[src/shared/bwm_params.svh]
/*
 constants of the breaker wear monitor: widths, register offsets, reset values.
 assumes inclusion by bare name from the package and the design files.
*/
`ifndef BWM_PARAMS_SVH
`define BWM_PARAMS_SVH

`define BWM_CNT_W 18
`define BWM_CUR_W 16
`define BWM_TS_W 48
`define BWM_LOG_N 12
`define BWM_EV_N 5

`define BWM_A1_SET_DEF 18'h0_03e8
`define BWM_A2_SET_DEF 18'h0_0064
`define BWM_START_DEF 18'h0_c350
`define BWM_MODE_DEF 2'h3

`define BWM_CTRL_A1EN 0
`define BWM_CTRL_A2EN 1
`define BWM_CTRL_MODE 2
`define BWM_CTRL_CLR 4
`define BWM_CTRL_LOAD 5

`define BWM_A_CTRL 8'h00
`define BWM_A_A1SET 8'h04
`define BWM_A_A2SET 8'h08
`define BWM_A_START 8'h0c
`define BWM_A_STAT 8'h10
`define BWM_A_OPS 8'h14
`define BWM_A_A1CNT 8'h18
`define BWM_A_A2CNT 8'h1c
`define BWM_A_LEFT0 8'h20
`define BWM_A_IRQST 8'h2c
`define BWM_A_IRQMSK 8'h30
`define BWM_A_LOGSEL 8'h34
`define BWM_A_LOGCNT 8'h38
`define BWM_A_LOG0 8'h40

`endif

[src/shared/bwm_pkg.sv]
/*
 types of the breaker wear monitor.
 assumes bwm_params.svh is on the include path.
*/
`include "bwm_params.svh"

package bwm_pkg;
	typedef enum logic [1:0] {bwm_normal, bwm_alarm1_on, bwm_alarm2_on} bwm_cond_t;
	typedef enum logic [2:0] {bwm_ev_trig, bwm_ev_a1_on, bwm_ev_a1_off, bwm_ev_a2_on,
		bwm_ev_a2_off} bwm_ev_t;
	typedef logic [`BWM_CNT_W-1:0] bwm_cnt_t;
endpackage

[src/design/bwm_phase_cnt.sv]
/*
 remaining-operations counter of one phase, saturating at zero.
 assumes trig and load are one-cycle pulses on clk.
*/
`timescale 1ns/1ns
`include "bwm_params.svh"

module bwm_phase_cnt (
	// clock and reset
	input wire logic clk,
	input wire logic nrst,
	// control
	input wire logic load,
	input wire bwm_pkg::bwm_cnt_t start,
	input wire logic trig,
	input wire bwm_pkg::bwm_cnt_t cost,
	// state
	output bwm_pkg::bwm_cnt_t left
);
	bwm_pkg::bwm_cnt_t left_r;
	bwm_pkg::bwm_cnt_t left_nxt;

	always_comb
	begin
		left_nxt = left_r;
		if (load)
			left_nxt = start;
		else if (trig)
			left_nxt = (left_r > cost) ? left_r - cost : '0;
	end

	always_ff @(posedge clk or negedge nrst)
	begin
		if (!nrst)
			left_r <= `BWM_START_DEF;
		else
			left_r <= left_nxt;
	end

	assign left = left_r;

	a_left_deduct: assert property (@(posedge clk) disable iff (!nrst)
		(trig && !load) |=> left_r == (($past(left_r) > $past(cost)) ?
		$past(left_r) - $past(cost) : '0))
		else $error("remaining count not deducted with saturation");
endmodule

[src/design/bwm_monitor.sv]
/*
 breaker wear monitor: per-phase remaining operations, two alarm stages,
 counters, time-stamped events, twelve-entry log and a register port.
 assumes trigger, currents, costs and time come from logic on clk.
*/
// The implementer's own choices: the address map and strobed register access.
//
// Function
// - alarm 1 has an enable, reset disabled; disabled means alarm 1 stays low
// - alarm 1 is high while any remaining count is below threshold 1 (1000)
// - alarm 2 has its own enable, reset disabled; disabled keeps alarm 2 low
// - alarm 2 is high while any remaining count is below threshold 2 (100)
// - each threshold is shared by three phases; any phase below picks up
// - a readable wear condition: normal, alarm 1 on, alarm 2 on
// - a readable counter counts every breaker open trigger
// - three remaining counts, one per phase, feed the comparisons
// - alarm activation counters and the open counter clear on request
// - five events; a mode selects storing ON, OFF or both
// - every event carries a time stamp; alarms are also plain outputs
// - the last twelve ON records are kept in a rolling log
// - a record holds time, event, currents, deductions and counts left
// - each trigger deducts the per-phase cost from its count
`timescale 1ns/1ns
`include "bwm_params.svh"

module bwm_monitor (
	// clock and reset
	input wire logic clk,
	input wire logic nrst,
	// register port
	input wire logic [7:0] addr,
	input wire logic [31:0] wdata,
	input wire logic wr,
	input wire logic rd,
	output logic [31:0] rdata,
	// open trigger and measurements
	input wire logic trig,
	input wire logic [3*`BWM_CUR_W-1:0] cur,
	input wire logic [3*`BWM_CNT_W-1:0] cost,
	input wire logic [`BWM_TS_W-1:0] time_ms,
	// alarms, events, interrupt
	output logic alarm1,
	output logic alarm2,
	output logic [`BWM_EV_N-1:0] ev_pulse,
	output logic [`BWM_TS_W-1:0] ev_stamp,
	output logic irq
);

	function automatic logic any_below(input logic [3*`BWM_CNT_W-1:0] l,
		input bwm_pkg::bwm_cnt_t thr);
		logic b;
		b = 1'b0;
		for (int i = 0; i < 3; i++)
			b = b | (l[i*`BWM_CNT_W +: `BWM_CNT_W] < thr);
		return b;
	endfunction

	////////////////////////////////////////////////////////////////////////////
	// settings and status registers

	logic a1en_r, a1en_nxt, a2en_r, a2en_nxt;
	logic [1:0] mode_r, mode_nxt;
	bwm_pkg::bwm_cnt_t a1set_r, a1set_nxt, a2set_r, a2set_nxt, start_r, start_nxt;
	logic [`BWM_EV_N-1:0] ist_r, ist_nxt, imsk_r, imsk_nxt;
	logic [3:0] lsel_r, lsel_nxt;
	logic clr, load;
	logic [`BWM_EV_N-1:0] ev_nxt;
	logic wr_ctrl;

	assign wr_ctrl = wr && addr == `BWM_A_CTRL;
	assign clr = wr_ctrl && wdata[`BWM_CTRL_CLR];
	assign load = wr_ctrl && wdata[`BWM_CTRL_LOAD];

	always_comb
	begin
		a1en_nxt = a1en_r;
		a2en_nxt = a2en_r;
		mode_nxt = mode_r;
		a1set_nxt = a1set_r;
		a2set_nxt = a2set_r;
		start_nxt = start_r;
		imsk_nxt = imsk_r;
		lsel_nxt = lsel_r;
		ist_nxt = ist_r;
		if (wr)
		begin
			unique case (addr)
				`BWM_A_CTRL:
				begin
					a1en_nxt = wdata[`BWM_CTRL_A1EN];
					a2en_nxt = wdata[`BWM_CTRL_A2EN];
					mode_nxt = wdata[`BWM_CTRL_MODE +: 2];
				end
				`BWM_A_A1SET: a1set_nxt = wdata[`BWM_CNT_W-1:0];
				`BWM_A_A2SET: a2set_nxt = wdata[`BWM_CNT_W-1:0];
				`BWM_A_START: start_nxt = wdata[`BWM_CNT_W-1:0];
				`BWM_A_IRQST: ist_nxt = ist_r & ~wdata[`BWM_EV_N-1:0];
				`BWM_A_IRQMSK: imsk_nxt = wdata[`BWM_EV_N-1:0];
				`BWM_A_LOGSEL: lsel_nxt = wdata[3:0];
				default: ;
			endcase
		end
		// a new event beats a clear in the same cycle
		ist_nxt = ist_nxt | ev_nxt;
	end

	always_ff @(posedge clk or negedge nrst)
	begin
		if (!nrst)
		begin
			a1en_r <= 1'b0;
			a2en_r <= 1'b0;
			mode_r <= `BWM_MODE_DEF;
			a1set_r <= `BWM_A1_SET_DEF;
			a2set_r <= `BWM_A2_SET_DEF;
			start_r <= `BWM_START_DEF;
			ist_r <= '0;
			imsk_r <= '0;
			lsel_r <= '0;
		end
		else
		begin
			a1en_r <= a1en_nxt;
			a2en_r <= a2en_nxt;
			mode_r <= mode_nxt;
			a1set_r <= a1set_nxt;
			a2set_r <= a2set_nxt;
			start_r <= start_nxt;
			ist_r <= ist_nxt;
			imsk_r <= imsk_nxt;
			lsel_r <= lsel_nxt;
		end
	end

	assign irq = |(ist_r & imsk_r);

	////////////////////////////////////////////////////////////////////////////
	// per-phase remaining counts

	logic [3*`BWM_CNT_W-1:0] left;

	for (genvar p = 0; p < 3; p++)
	begin : g_phase
		bwm_phase_cnt u_cnt (
			.clk(clk),
			.nrst(nrst),
			.load(load),
			.start(start_r),
			.trig(trig),
			.cost(cost[p*`BWM_CNT_W +: `BWM_CNT_W]),
			.left(left[p*`BWM_CNT_W +: `BWM_CNT_W])
		);
	end

	////////////////////////////////////////////////////////////////////////////
	// alarms, counters, events

	logic a1_r, a1_nxt, a2_r, a2_nxt;
	bwm_pkg::bwm_cnt_t ops_r, ops_nxt, a1c_r, a1c_nxt, a2c_r, a2c_nxt;
	logic [`BWM_EV_N-1:0] evall_r, evp_r, evp_nxt;
	logic [`BWM_TS_W-1:0] ts_r, ts_nxt;
	logic [3*`BWM_CUR_W-1:0] cur_r, cur_nxt;
	logic [3*`BWM_CNT_W-1:0] ded_r, ded_nxt;
	bwm_pkg::bwm_cond_t cond;

	always_comb
	begin
		a1_nxt = a1en_r && any_below(left, a1set_r);
		a2_nxt = a2en_r && any_below(left, a2set_r);
		ev_nxt[bwm_pkg::bwm_ev_trig] = trig;
		ev_nxt[bwm_pkg::bwm_ev_a1_on] = a1_nxt && !a1_r;
		ev_nxt[bwm_pkg::bwm_ev_a1_off] = !a1_nxt && a1_r;
		ev_nxt[bwm_pkg::bwm_ev_a2_on] = a2_nxt && !a2_r;
		ev_nxt[bwm_pkg::bwm_ev_a2_off] = !a2_nxt && a2_r;
		// store mode: bit 0 passes ON events, bit 1 passes OFF events
		evp_nxt = ev_nxt & {mode_r[1], mode_r[0], mode_r[1], mode_r[0], mode_r[0]};
		ts_nxt = (|ev_nxt) ? time_ms : ts_r;
		// clear first, then count, so a coincident event survives the clear
		ops_nxt = (clr ? '0 : ops_r) + bwm_pkg::bwm_cnt_t'(trig);
		a1c_nxt = (clr ? '0 : a1c_r) + bwm_pkg::bwm_cnt_t'(ev_nxt[1]);
		a2c_nxt = (clr ? '0 : a2c_r) + bwm_pkg::bwm_cnt_t'(ev_nxt[3]);
		cur_nxt = trig ? cur : cur_r;
		ded_nxt = trig ? cost : ded_r;
	end

	always_ff @(posedge clk or negedge nrst)
	begin
		if (!nrst)
		begin
			a1_r <= 1'b0;
			a2_r <= 1'b0;
			evall_r <= '0;
			evp_r <= '0;
			ts_r <= '0;
			ops_r <= '0;
			a1c_r <= '0;
			a2c_r <= '0;
			cur_r <= '0;
			ded_r <= '0;
		end
		else
		begin
			a1_r <= a1_nxt;
			a2_r <= a2_nxt;
			evall_r <= ev_nxt;
			evp_r <= evp_nxt;
			ts_r <= ts_nxt;
			ops_r <= ops_nxt;
			a1c_r <= a1c_nxt;
			a2c_r <= a2c_nxt;
			cur_r <= cur_nxt;
			ded_r <= ded_nxt;
		end
	end

	assign alarm1 = a1_r;
	assign alarm2 = a2_r;
	assign ev_pulse = evp_r;
	assign ev_stamp = ts_r;
	assign cond = a2_r ? bwm_pkg::bwm_alarm2_on :
		(a1_r ? bwm_pkg::bwm_alarm1_on : bwm_pkg::bwm_normal);

	////////////////////////////////////////////////////////////////////////////
	// rolling log; one record per cycle, alarm 2 ON before alarm 1 ON before trigger

	logic [`BWM_TS_W-1:0] lts_r [`BWM_LOG_N];
	logic [2:0] lev_r [`BWM_LOG_N];
	logic [3*`BWM_CUR_W-1:0] lcur_r [`BWM_LOG_N];
	logic [3*`BWM_CNT_W-1:0] lded_r [`BWM_LOG_N], lleft_r [`BWM_LOG_N];
	logic [3:0] wp_r, wp_nxt, lcnt_r, lcnt_nxt;
	logic lwr;
	logic [2:0] lev;

	always_comb
	begin
		lwr = evall_r[0] | evall_r[1] | evall_r[3];
		lev = evall_r[3] ? 3'(bwm_pkg::bwm_ev_a2_on) :
			(evall_r[1] ? 3'(bwm_pkg::bwm_ev_a1_on) : 3'(bwm_pkg::bwm_ev_trig));
		wp_nxt = wp_r;
		lcnt_nxt = lcnt_r;
		if (lwr)
		begin
			wp_nxt = (wp_r == 4'(`BWM_LOG_N - 1)) ? '0 : wp_r + 4'h1;
			lcnt_nxt = (lcnt_r == 4'(`BWM_LOG_N)) ? lcnt_r : lcnt_r + 4'h1;
		end
	end

	// records are plain storage, so they need no reset
	always_ff @(posedge clk)
	begin
		if (lwr)
		begin
			lts_r[wp_r] <= ts_r;
			lev_r[wp_r] <= lev;
			lcur_r[wp_r] <= cur_r;
			lded_r[wp_r] <= ded_r;
			lleft_r[wp_r] <= left;
		end
	end

	always_ff @(posedge clk or negedge nrst)
	begin
		if (!nrst)
		begin
			wp_r <= '0;
			lcnt_r <= '0;
		end
		else
		begin
			wp_r <= wp_nxt;
			lcnt_r <= lcnt_nxt;
		end
	end

	////////////////////////////////////////////////////////////////////////////
	// read port: data in the cycle after the strobe, zero otherwise

	logic [31:0] rdata_r, rdata_nxt;
	logic [3:0] ridx;
	logic [3:0] rfld;

	always_comb
	begin
		ridx = (wp_r > lsel_r) ? wp_r - lsel_r - 4'h1 : wp_r + 4'(`BWM_LOG_N - 1) - lsel_r;
		rfld = 4'(addr[5:2]);
		rdata_nxt = '0;
		if (rd)
		begin
			unique case (addr)
				`BWM_A_CTRL: rdata_nxt = 32'({mode_r, a2en_r, a1en_r});
				`BWM_A_A1SET: rdata_nxt = 32'(a1set_r);
				`BWM_A_A2SET: rdata_nxt = 32'(a2set_r);
				`BWM_A_START: rdata_nxt = 32'(start_r);
				`BWM_A_STAT: rdata_nxt = 32'({a2_r, a1_r, cond});
				`BWM_A_OPS: rdata_nxt = 32'(ops_r);
				`BWM_A_A1CNT: rdata_nxt = 32'(a1c_r);
				`BWM_A_A2CNT: rdata_nxt = 32'(a2c_r);
				`BWM_A_IRQST: rdata_nxt = 32'(ist_r);
				`BWM_A_IRQMSK: rdata_nxt = 32'(imsk_r);
				`BWM_A_LOGSEL: rdata_nxt = 32'(lsel_r);
				`BWM_A_LOGCNT: rdata_nxt = 32'(lcnt_r);
				default:
				begin
					if (addr >= `BWM_A_LEFT0 && addr < `BWM_A_IRQST && addr[1:0] == 2'h0)
						rdata_nxt = 32'(left[(addr[3:2] ^ 2'h0) * `BWM_CNT_W +: `BWM_CNT_W]);
					else if (addr >= `BWM_A_LOG0 && addr[7:6] == 2'h1 && addr[1:0] == 2'h0
						&& rfld < 4'(`BWM_LOG_N) && lsel_r < lcnt_r)
					begin
						unique case (rfld)
							4'h0: rdata_nxt = lts_r[ridx][31:0];
							4'h1: rdata_nxt = 32'(lts_r[ridx][`BWM_TS_W-1:32]);
							4'h2: rdata_nxt = 32'(lev_r[ridx]);
							4'h3, 4'h4, 4'h5:
								rdata_nxt = 32'(lcur_r[ridx][(rfld-4'h3)*`BWM_CUR_W +: `BWM_CUR_W]);
							4'h6, 4'h7, 4'h8:
								rdata_nxt = 32'(lded_r[ridx][(rfld-4'h6)*`BWM_CNT_W +: `BWM_CNT_W]);
							default:
								rdata_nxt = 32'(lleft_r[ridx][(rfld-4'h9)*`BWM_CNT_W +: `BWM_CNT_W]);
						endcase
					end
				end
			endcase
		end
	end

	always_ff @(posedge clk or negedge nrst)
	begin
		if (!nrst)
			rdata_r <= '0;
		else
			rdata_r <= rdata_nxt;
	end

	assign rdata = rdata_r;

	////////////////////////////////////////////////////////////////////////////
	// checks

	a_a1_disabled: assert property (@(posedge clk) disable iff (!nrst)
		!a1en_r |=> !alarm1) else $error("alarm 1 high while disabled");
	a_a1_pickup: assert property (@(posedge clk) disable iff (!nrst)
		(a1en_r && left[17:0] < a1set_r) |=> alarm1) else $error("alarm 1 missed");
	a_a2_disabled: assert property (@(posedge clk) disable iff (!nrst)
		!a2en_r |=> !alarm2) else $error("alarm 2 high while disabled");
	a_a2_pickup: assert property (@(posedge clk) disable iff (!nrst)
		(a2en_r && left[53:36] < a2set_r) |=> alarm2) else $error("alarm 2 missed");
	a_any_phase: assert property (@(posedge clk) disable iff (!nrst)
		alarm1 |-> $past(any_below(left, a1set_r))) else $error("alarm 1 without cause");
	a_cond_code: assert property (@(posedge clk) disable iff (!nrst)
		(alarm2 |-> cond == bwm_pkg::bwm_alarm2_on) and (!alarm1 && !alarm2 |->
		cond == bwm_pkg::bwm_normal)) else $error("wear condition wrong");
	a_ops_count: assert property (@(posedge clk) disable iff (!nrst)
		(trig && !clr) |=> ops_r == $past(ops_r) + 18'h0_0001) else $error("open not counted");
	a_a1_count: assert property (@(posedge clk) disable iff (!nrst)
		($rose(alarm1) && !$past(clr)) |-> a1c_r == $past(a1c_r) + 18'h0_0001)
		else $error("alarm 1 activation not counted");
	a_trig_event: assert property (@(posedge clk) disable iff (!nrst)
		(trig && mode_r[0]) |=> ev_pulse[0] && ev_stamp == $past(time_ms))
		else $error("trigger event or stamp missing");
	a_log_adv: assert property (@(posedge clk) disable iff (!nrst)
		trig |=> ##1 (wp_r != $past(wp_r, 2) && wp_r < 4'(`BWM_LOG_N)))
		else $error("log not advanced");
endmodule

[config.mk]
export PLATFORM = sky130hd
export DESIGN_NAME = bwm_monitor
export DESIGN_NICKNAME = d
export VERILOG_FILES = /design/src/shared/bwm_pkg.sv /design/src/design/bwm_phase_cnt.sv /design/src/design/bwm_monitor.sv
export VERILOG_INCLUDE_DIRS = /design/src /design/src/shared
export SDC_FILE = /design/constraint.sdc
export NUM_CORES = 2
export LEC_CHECK = 0
export BUFFER_PORTS_ARGS = -buffer_cell sky130_fd_sc_hd__buf_2
export CORE_ASPECT_RATIO = 0.8
export CORE_MARGIN = 5
export CORE_UTILIZATION = 36
export CTS_CLUSTER_DIAMETER = 150
export DETAILED_ROUTE_END_ITERATION = 8
export PLACE_DENSITY = 0.62
export RECOVER_POWER = 100
export SETUP_SLACK_MARGIN = 0.5
export SLEW_MARGIN = 10
export SYNTH_ARGS = -nofsm -noshare
export SYNTH_HDL_FRONTEND = slang
export SYNTH_SLANG_ARGS = --single-unit
export TNS_END_PERCENT = 10
[constraint.sdc]
create_clock -name clk -period 13.2 [get_ports clk]
set_input_delay 1.98 -clock clk [delete_from_list [all_inputs] [get_ports clk]]
set_output_delay 1.98 -clock clk [all_outputs]
set_load 0.05 [all_outputs]
; After elaboration in Yosys (flattened, before gate mapping)
; Memory sizes are Yosys's and may differ from the RTL's.
; Index checks and enable logic that the tools add are counted.
[totals]
register_bits = 381
input_bits = 195
n_memories = 5
wordCells = 162
ram_bits = 2472
[mem_list]
columns = name, depth, width, read_ports, rd_clocked_by_memory_dff, write_ports, line_no
row1 = lded_r, 12, 54, 1, 0, 1, bwm_monitor.sv:229  ; logic [3*`BWM_CNT_W-1:0] lded_r [`BWM_LOG_N], lleft_r [`BWM_LOG_N];
row2 = lleft_r, 12, 54, 1, 0, 1, bwm_monitor.sv:229
row3 = lcur_r, 12, 48, 1, 0, 1, bwm_monitor.sv:228  ; logic [3*`BWM_CUR_W-1:0] lcur_r [`BWM_LOG_N];
row4 = lts_r, 12, 48, 1, 0, 1, bwm_monitor.sv:226  ; logic [`BWM_TS_W-1:0] lts_r [`BWM_LOG_N];
row5 = lev_r, 12, 2, 1, 0, 1, bwm_monitor.sv:227  ; logic [2:0] lev_r [`BWM_LOG_N];
[classes]
shifts = 4
bitwise = 12
mux = 27
mul = 3
n_lt_le_gt_ge = 15
n_reduce_logical = 34
eq_ne = 22
n_addsub = 15
[op_table]
columns = cell, count
row1 = case mux 32 bit (12 select lines), 1
row2 = two-way mux 18 bit, 12
row3 = case mux 32 bit (5 select lines), 1
row4 = < comparator 18 bit, 6
row5 = variable part select 54 x 33 -> 18 bit, 2
row6 = two-way mux 32 bit, 3
row7 = multiplier 32 x 4 -> 31 bit (second input constant), 2
row8 = adder 18 x 1 -> 18 bit, 3
row9 = greater-than comparator 18 bit, 3
row10 = variable part select 54 x 8 -> 18 bit, 1
row11 = subtractor 18 bit, 3
row12 = variable part select 48 x 33 -> 16 bit, 1
row13 = equality test 8 x 5 -> 1 bit (second input constant), 4
row14 = equality test 8 x 6 -> 1 bit (second input constant), 4
row15 = equality test 4 x 3 -> 1 bit (second input constant), 4
row16 = equality test 8 x 4 -> 1 bit (second input constant), 2
row17 = AND 5 bit, 3
row18 = logical AND 1 bit, 15
row19 = AND reduction 2 bit, 7
row20 = equality test 4 bit (second input constant), 3
row21 = two-way mux 5 bit, 2
row22 = OR reduction 5 bit, 2
row23 = adder 4 x 1 -> 4 bit (second input constant), 2
row24 = equality test 4 x 2 -> 1 bit (second input constant), 2
row25 = 29 further kinds, 44

; Longest topological paths before layout
; An unclocked memory read counts as a cell.
[depth]
depth_word = 10
depth_mapped = 26

; Hierarchy
; From an unflattened synthesis, not the netlist that was laid out.
[unflattened]
hier_cells = 6977
hier_area_um2 = 123074.3
[modules_own_cells]
columns = module, cells_per_inst, instances, area_each_um2, seq_area_each_um2
row1 = bwm_monitor, 6422, 1, 118303.5, 82410.3
row2 = bwm_phase_cnt, 185, 3, 1590.3, 457.9

; Worst setup path before layout
; OpenSTA, ideal clock, no wires.
[synth_timing]
kind = input -> register
from = in addr[2]
to = reg rdata_r[11] (netlist: rdata[11])
slack_ns = 4.832
arrival_ns = 8.275
path_buffers = 10
setup_time_ns = 0.094
path_stages = 25
t_required_ns = 13.106
cell_sequence = inv_1 -> clkbuf_1 -> clkbuf_1 -> buf_1 -> clkbuf_1 -> ha_1 -> clkbuf_1 -> clkinv_1 -> buf_1 -> clkbuf_1 -> clkbuf_1 -> ha_1 -> ha_1 -> fa_1 -> xnor2_1 -> xnor2_1 -> xor2_1 -> buf_2 -> buf_1 -> o2111ai_1 -> a211oi_1 -> a2111oi_0 -> a41oi_1 -> o21ai_1 -> a221oi_2
[synth_between]
elab_chain_cells = 9
[synth_rtl]
columns = element, line_no
row1 = "start, declared", bwm_monitor.sv:31  ; input wire logic [7:0] addr,
row2 = "parallel branches: the longest is 7 deep, another holds multiplier 32 x 4 -> 31 bit", -
row3 = case mux 32 bit (12 select lines) *, bwm_monitor.sv:289  ; unique case (addr)
row4 = two-way mux 32 bit *, bwm_monitor.sv:287  ; if (rd)
row5 = named net rdata_nxt[11], bwm_monitor.sv:278  ; logic [31:0] rdata_r, rdata_nxt;
row6 = "end signal, assigned", bwm_monitor.sv:331  ; rdata_r <= rdata_nxt;
row7 = "end, declared", bwm_monitor.sv:278
; Mark *: on every way through the listed nets, which the timed path passes.
; A chain may end at the register's enable or synchronous reset.

; Final worst setup path
; Ends and elaborated chain as after synthesis.

==> flow_summary_export.csv <==
group,metric,value,unit
sta,final.setup.worst_slack,2840,ps
global_routing,grt_max_degree,116,
worst_setup_path,r2r_cells,4,
floorplanning,start_util,36.16,%
floorplanning,placementRows,191,
sta,worst_slew_pin_slew,7821,ps
sta,tns,0,ps
yosys,yosysMostFrequentCell,"edfxtp_1",
yosys,synth_flop_cell,"edfxtp_1",
worst_setup_path,crit_buf_inv,4,
yosys,syn_area,0.1224,mm^2
route,viasPerCell,5.989,
yosys,async_flop_share,13.32,%
floorplanning,die_y,531.6,um
global_routing,grt_first_pass_wirelength,567.2,mm
yosys,synth_common_cells,"edfxtp_1 (2472), mux4_2 (658), dfrtp_1 (345), nand2_1 (334), nor2_1 (310)",
placed_design,dp_worst_setup_slack,4640,ps
run,maxCapViolCount,57,
worst_setup_path,critPathCaptureType,"flop",
yosys,yosysWarningCount,0,
yosys,ys_top_cells_by_area,"edfxtp_1 (61%), mux4_2 (12%), dfrtp_1 (7.1%), mux2_2 (2.4%), ha_1 (2.0%)",
sta,slew_headroom,-421.4,%
clock_tree,cts_buffers,290,
yosys,syn_nets,7494,
worst_setup_path,critical-path-top-delay-family,"buffers and inverters",
placed_design,gp_congestion,0.9835,
pwr,power_leakage,0.04616,uW
yosys,yosys_register_bits,2852,
global_routing,grt_use_total,22.55,%
worst_setup_path,cp-endpoint,"rdata[11]",
sta,min_period_over_period,78.48,%
route,antenna_left,0,
clock_tree,cts-hold-fix-buffers,0,
floorplanning,ios,283,
sta,skew,103.3,ps
global_routing,grt.overflow.total,0,
worst_setup_path,crit_required,13990,ps
outcome,status,"finished, violations left",
worst_setup_path,rr_endpoint,"lded_r[10][3]",
sta,rsz0062_at_grt,"no",
pwr,peakVddDrop,349.3,uV
global_routing,met1_usage,32.87,%
clock_tree,postCtsSetupRepairBufs,0,
clock_tree,clock_path_buffers,4,
sta,post-route-min-period,10360,ps
worst_setup_path,cp_common_cell,"ha_1",
clock_tree,cts.repair.resized,0,
clock_tree,numClockSinks,2852,
floorplanning,core,0.3386,mm^2
worst_setup_path,arrival,11150,ps
sta,hold_viol_final,0,
route,vias,73290,
yosys,synth_top_area_share,60.63,%
yosys,synth_edf_count,2472,
worst_setup_path,critPathMaxFanout,27,
clock_tree,htree_levels,5,
route,wl_per_cell,33.38,um
worst_setup_path,crit_path_cell_trace,"clkbuf_1, clkinvlp_2, ha_1, inv_1, ha_1, ha_1, fa_1, xnor2_1, xnor2_1, xnor2_2, buf_4, nor2_1, a32oi_1, nor4_1, a41oi_1, a41oi_1, o21ai_0, a221oi_2",
yosys,yosys.area.top_type,"edfxtp_1",
global_routing,met2_usage,33.07,%
clock_tree,root_buffer,"clkbuf_16",
clock_tree,tritoncts,"built",
global_routing,grt_pass1_vias,70830,
worst_setup_path,ff2ff_setup_slack,3060,ps
route,drt_iter0_drc,9677,
floorplanning,die-area,0.3519,mm^2
clock_tree,clock_latency,920,ps
route,dr.pass1.iters,6,
floorplanning,die_x,662.0,um
yosys,synth-seq-area-share,68.43,%
yosys,avgSynthCellArea,17.25,um^2
worst_setup_path,reg2reg_from,"evall_r[3]",
route,route.detailed.drc,0,
sta,fmax,96.53,MHz
worst_setup_path,worstSetupPathDepth,18,
worst_setup_path,worst_path_largest_cell_delay,1490,ps
pwr,p_per_area,249.7,mW/mm^2
finish,num-nets-final,7838,
finish,drive_gt1_share,22.37,%
worst_setup_path,worstSetupStartpointType,"input port",
placed_design,io_buffers,268,
global_routing,busiest_layer,"met2",
worst_setup_path,crit_path_start,"addr[2]",
sta,finalMaxSlewViolations,2296,
worst_setup_path,crit_type,"input port to flop",
sta,finalSetupViolations,0,
clock_tree,clkTransAtPathRegs,60,ps
placed_design,hpwl,264.6,mm
yosys,synthCells,7097,
finish,area_growth_syn_to_layout,13.15,%
yosys,synth.distinct_cells,99,
worst_hold_path,min_path_type,"flop to flop",
global_routing,grt_antenna_before_repair,74,
route,postRouteWirelength,408.5,mm
global_routing,grt_util_met3,5.839,%
outcome,violations,"max-capacitance violations, max-slew violations",
worst_setup_path,cp_slowest_cell,"clkbuf_1",
==> metrics by stage <==
step	power (uW)	cells	util (%)	area [um^2]	hold WS [ps]
global route	35710	12220	40.90	138500	553.0
detailed placement	26150	11680	38.25	129500	508.4
global placement	26050	11680	38.25	129500	493.5
floorplan	20490	7097	-	122400	465.3
CTS	34380	12210	41.03	138900	522.5
finish	34600	12240	40.91	138500	524.0
==> sequential cells by signal (all words and copies together), names as in the netlist, 24 cells and up <==
name	cells
rdata	32
lded_r	648
cur_r	48
g_phase.u_cnt.left	54
lleft_r	648
ev_stamp	48
ded_r	54
lcur_r	576
lev_r	24
lts_r	576
==> how the worst min path moves through the flow <==
stage                  start  endpoint  slack [ps]  depth (start not counted)
finish              ist_r[0]  ist_r[0]         520                          1
global route        ist_r[2]  ist_r[2]         550                          2
CTS                 ist_r[0]  ist_r[0]         520                          1
detailed placement  ist_r[3]  ist_r[3]         510                          1
global placement    ist_r[3]  ist_r[3]         490                          1
floorplan           ist_r[4]  ist_r[4]         470                          2
==> placed cells by master (no fill, tap or decap), drive strengths merged, types with 67 or more instances in the layout <==
| master | instances |
|---|---|
| edfxtp | 2472 |
| mux4 | 658 |
| clkbuf | 541 |
| dfrtp | 345 |
| nand2 | 335 |
| nor2 | 311 |
| buf | 298 |
| mux2 | 265 |
| o21ai | 234 |
| nand3 | 195 |
| ha | 194 |
| inv | 175 |
| a21oi | 140 |
| mux2i | 106 |
| nand4 | 104 |
| clkinv | 101 |
| a211oi | 80 |
| a21o | 72 |
| a221o | 69 |
| nor3 | 67 |
==> cells by family after synthesis <==
logic type / count (synthesis) / synth area share, %
AO/OA/AOI/OAI: 1107 / 6.508
XOR/XNOR: 96 / 0.6867
adder cells (fa/ha/maj): 202 / 2.113
buffers and inverters: 571 / 2.040
flip-flops: 2852 / 68.43
multiplexers: 1029 / 15.41
AND/OR/NAND/NOR: 1240 / 4.815
==> metal layers <==
layer	vias to the layer above	share of wire, %
met5	-	0.060
met4	18	3.6
met1	38890	42
li1	29670	-
met2	4009	44
met3	702	10
==> layout make-up <==
cell class,count,area [um^2]
fill,30240,200100
sequential,2852,83780
multi-input combinational,3674,36350
clock buffer,384,7950
tap,4535,5674
timing repair buffer,455,2614
clock inverter,141,1471
inverter,168,631.9
antenna,28,70.07
==> report_power, final <==
group / total (uW) / leakage, uW / switching [uW] / internal [uW]
sequential: 11400 / 0.0270 / 447 / 11000
clock: 8230 / 0.00460 / 3510 / 4730
combinational: 14900 / 0.0146 / 9880 / 5060
(Power assumes the default switching activity.)
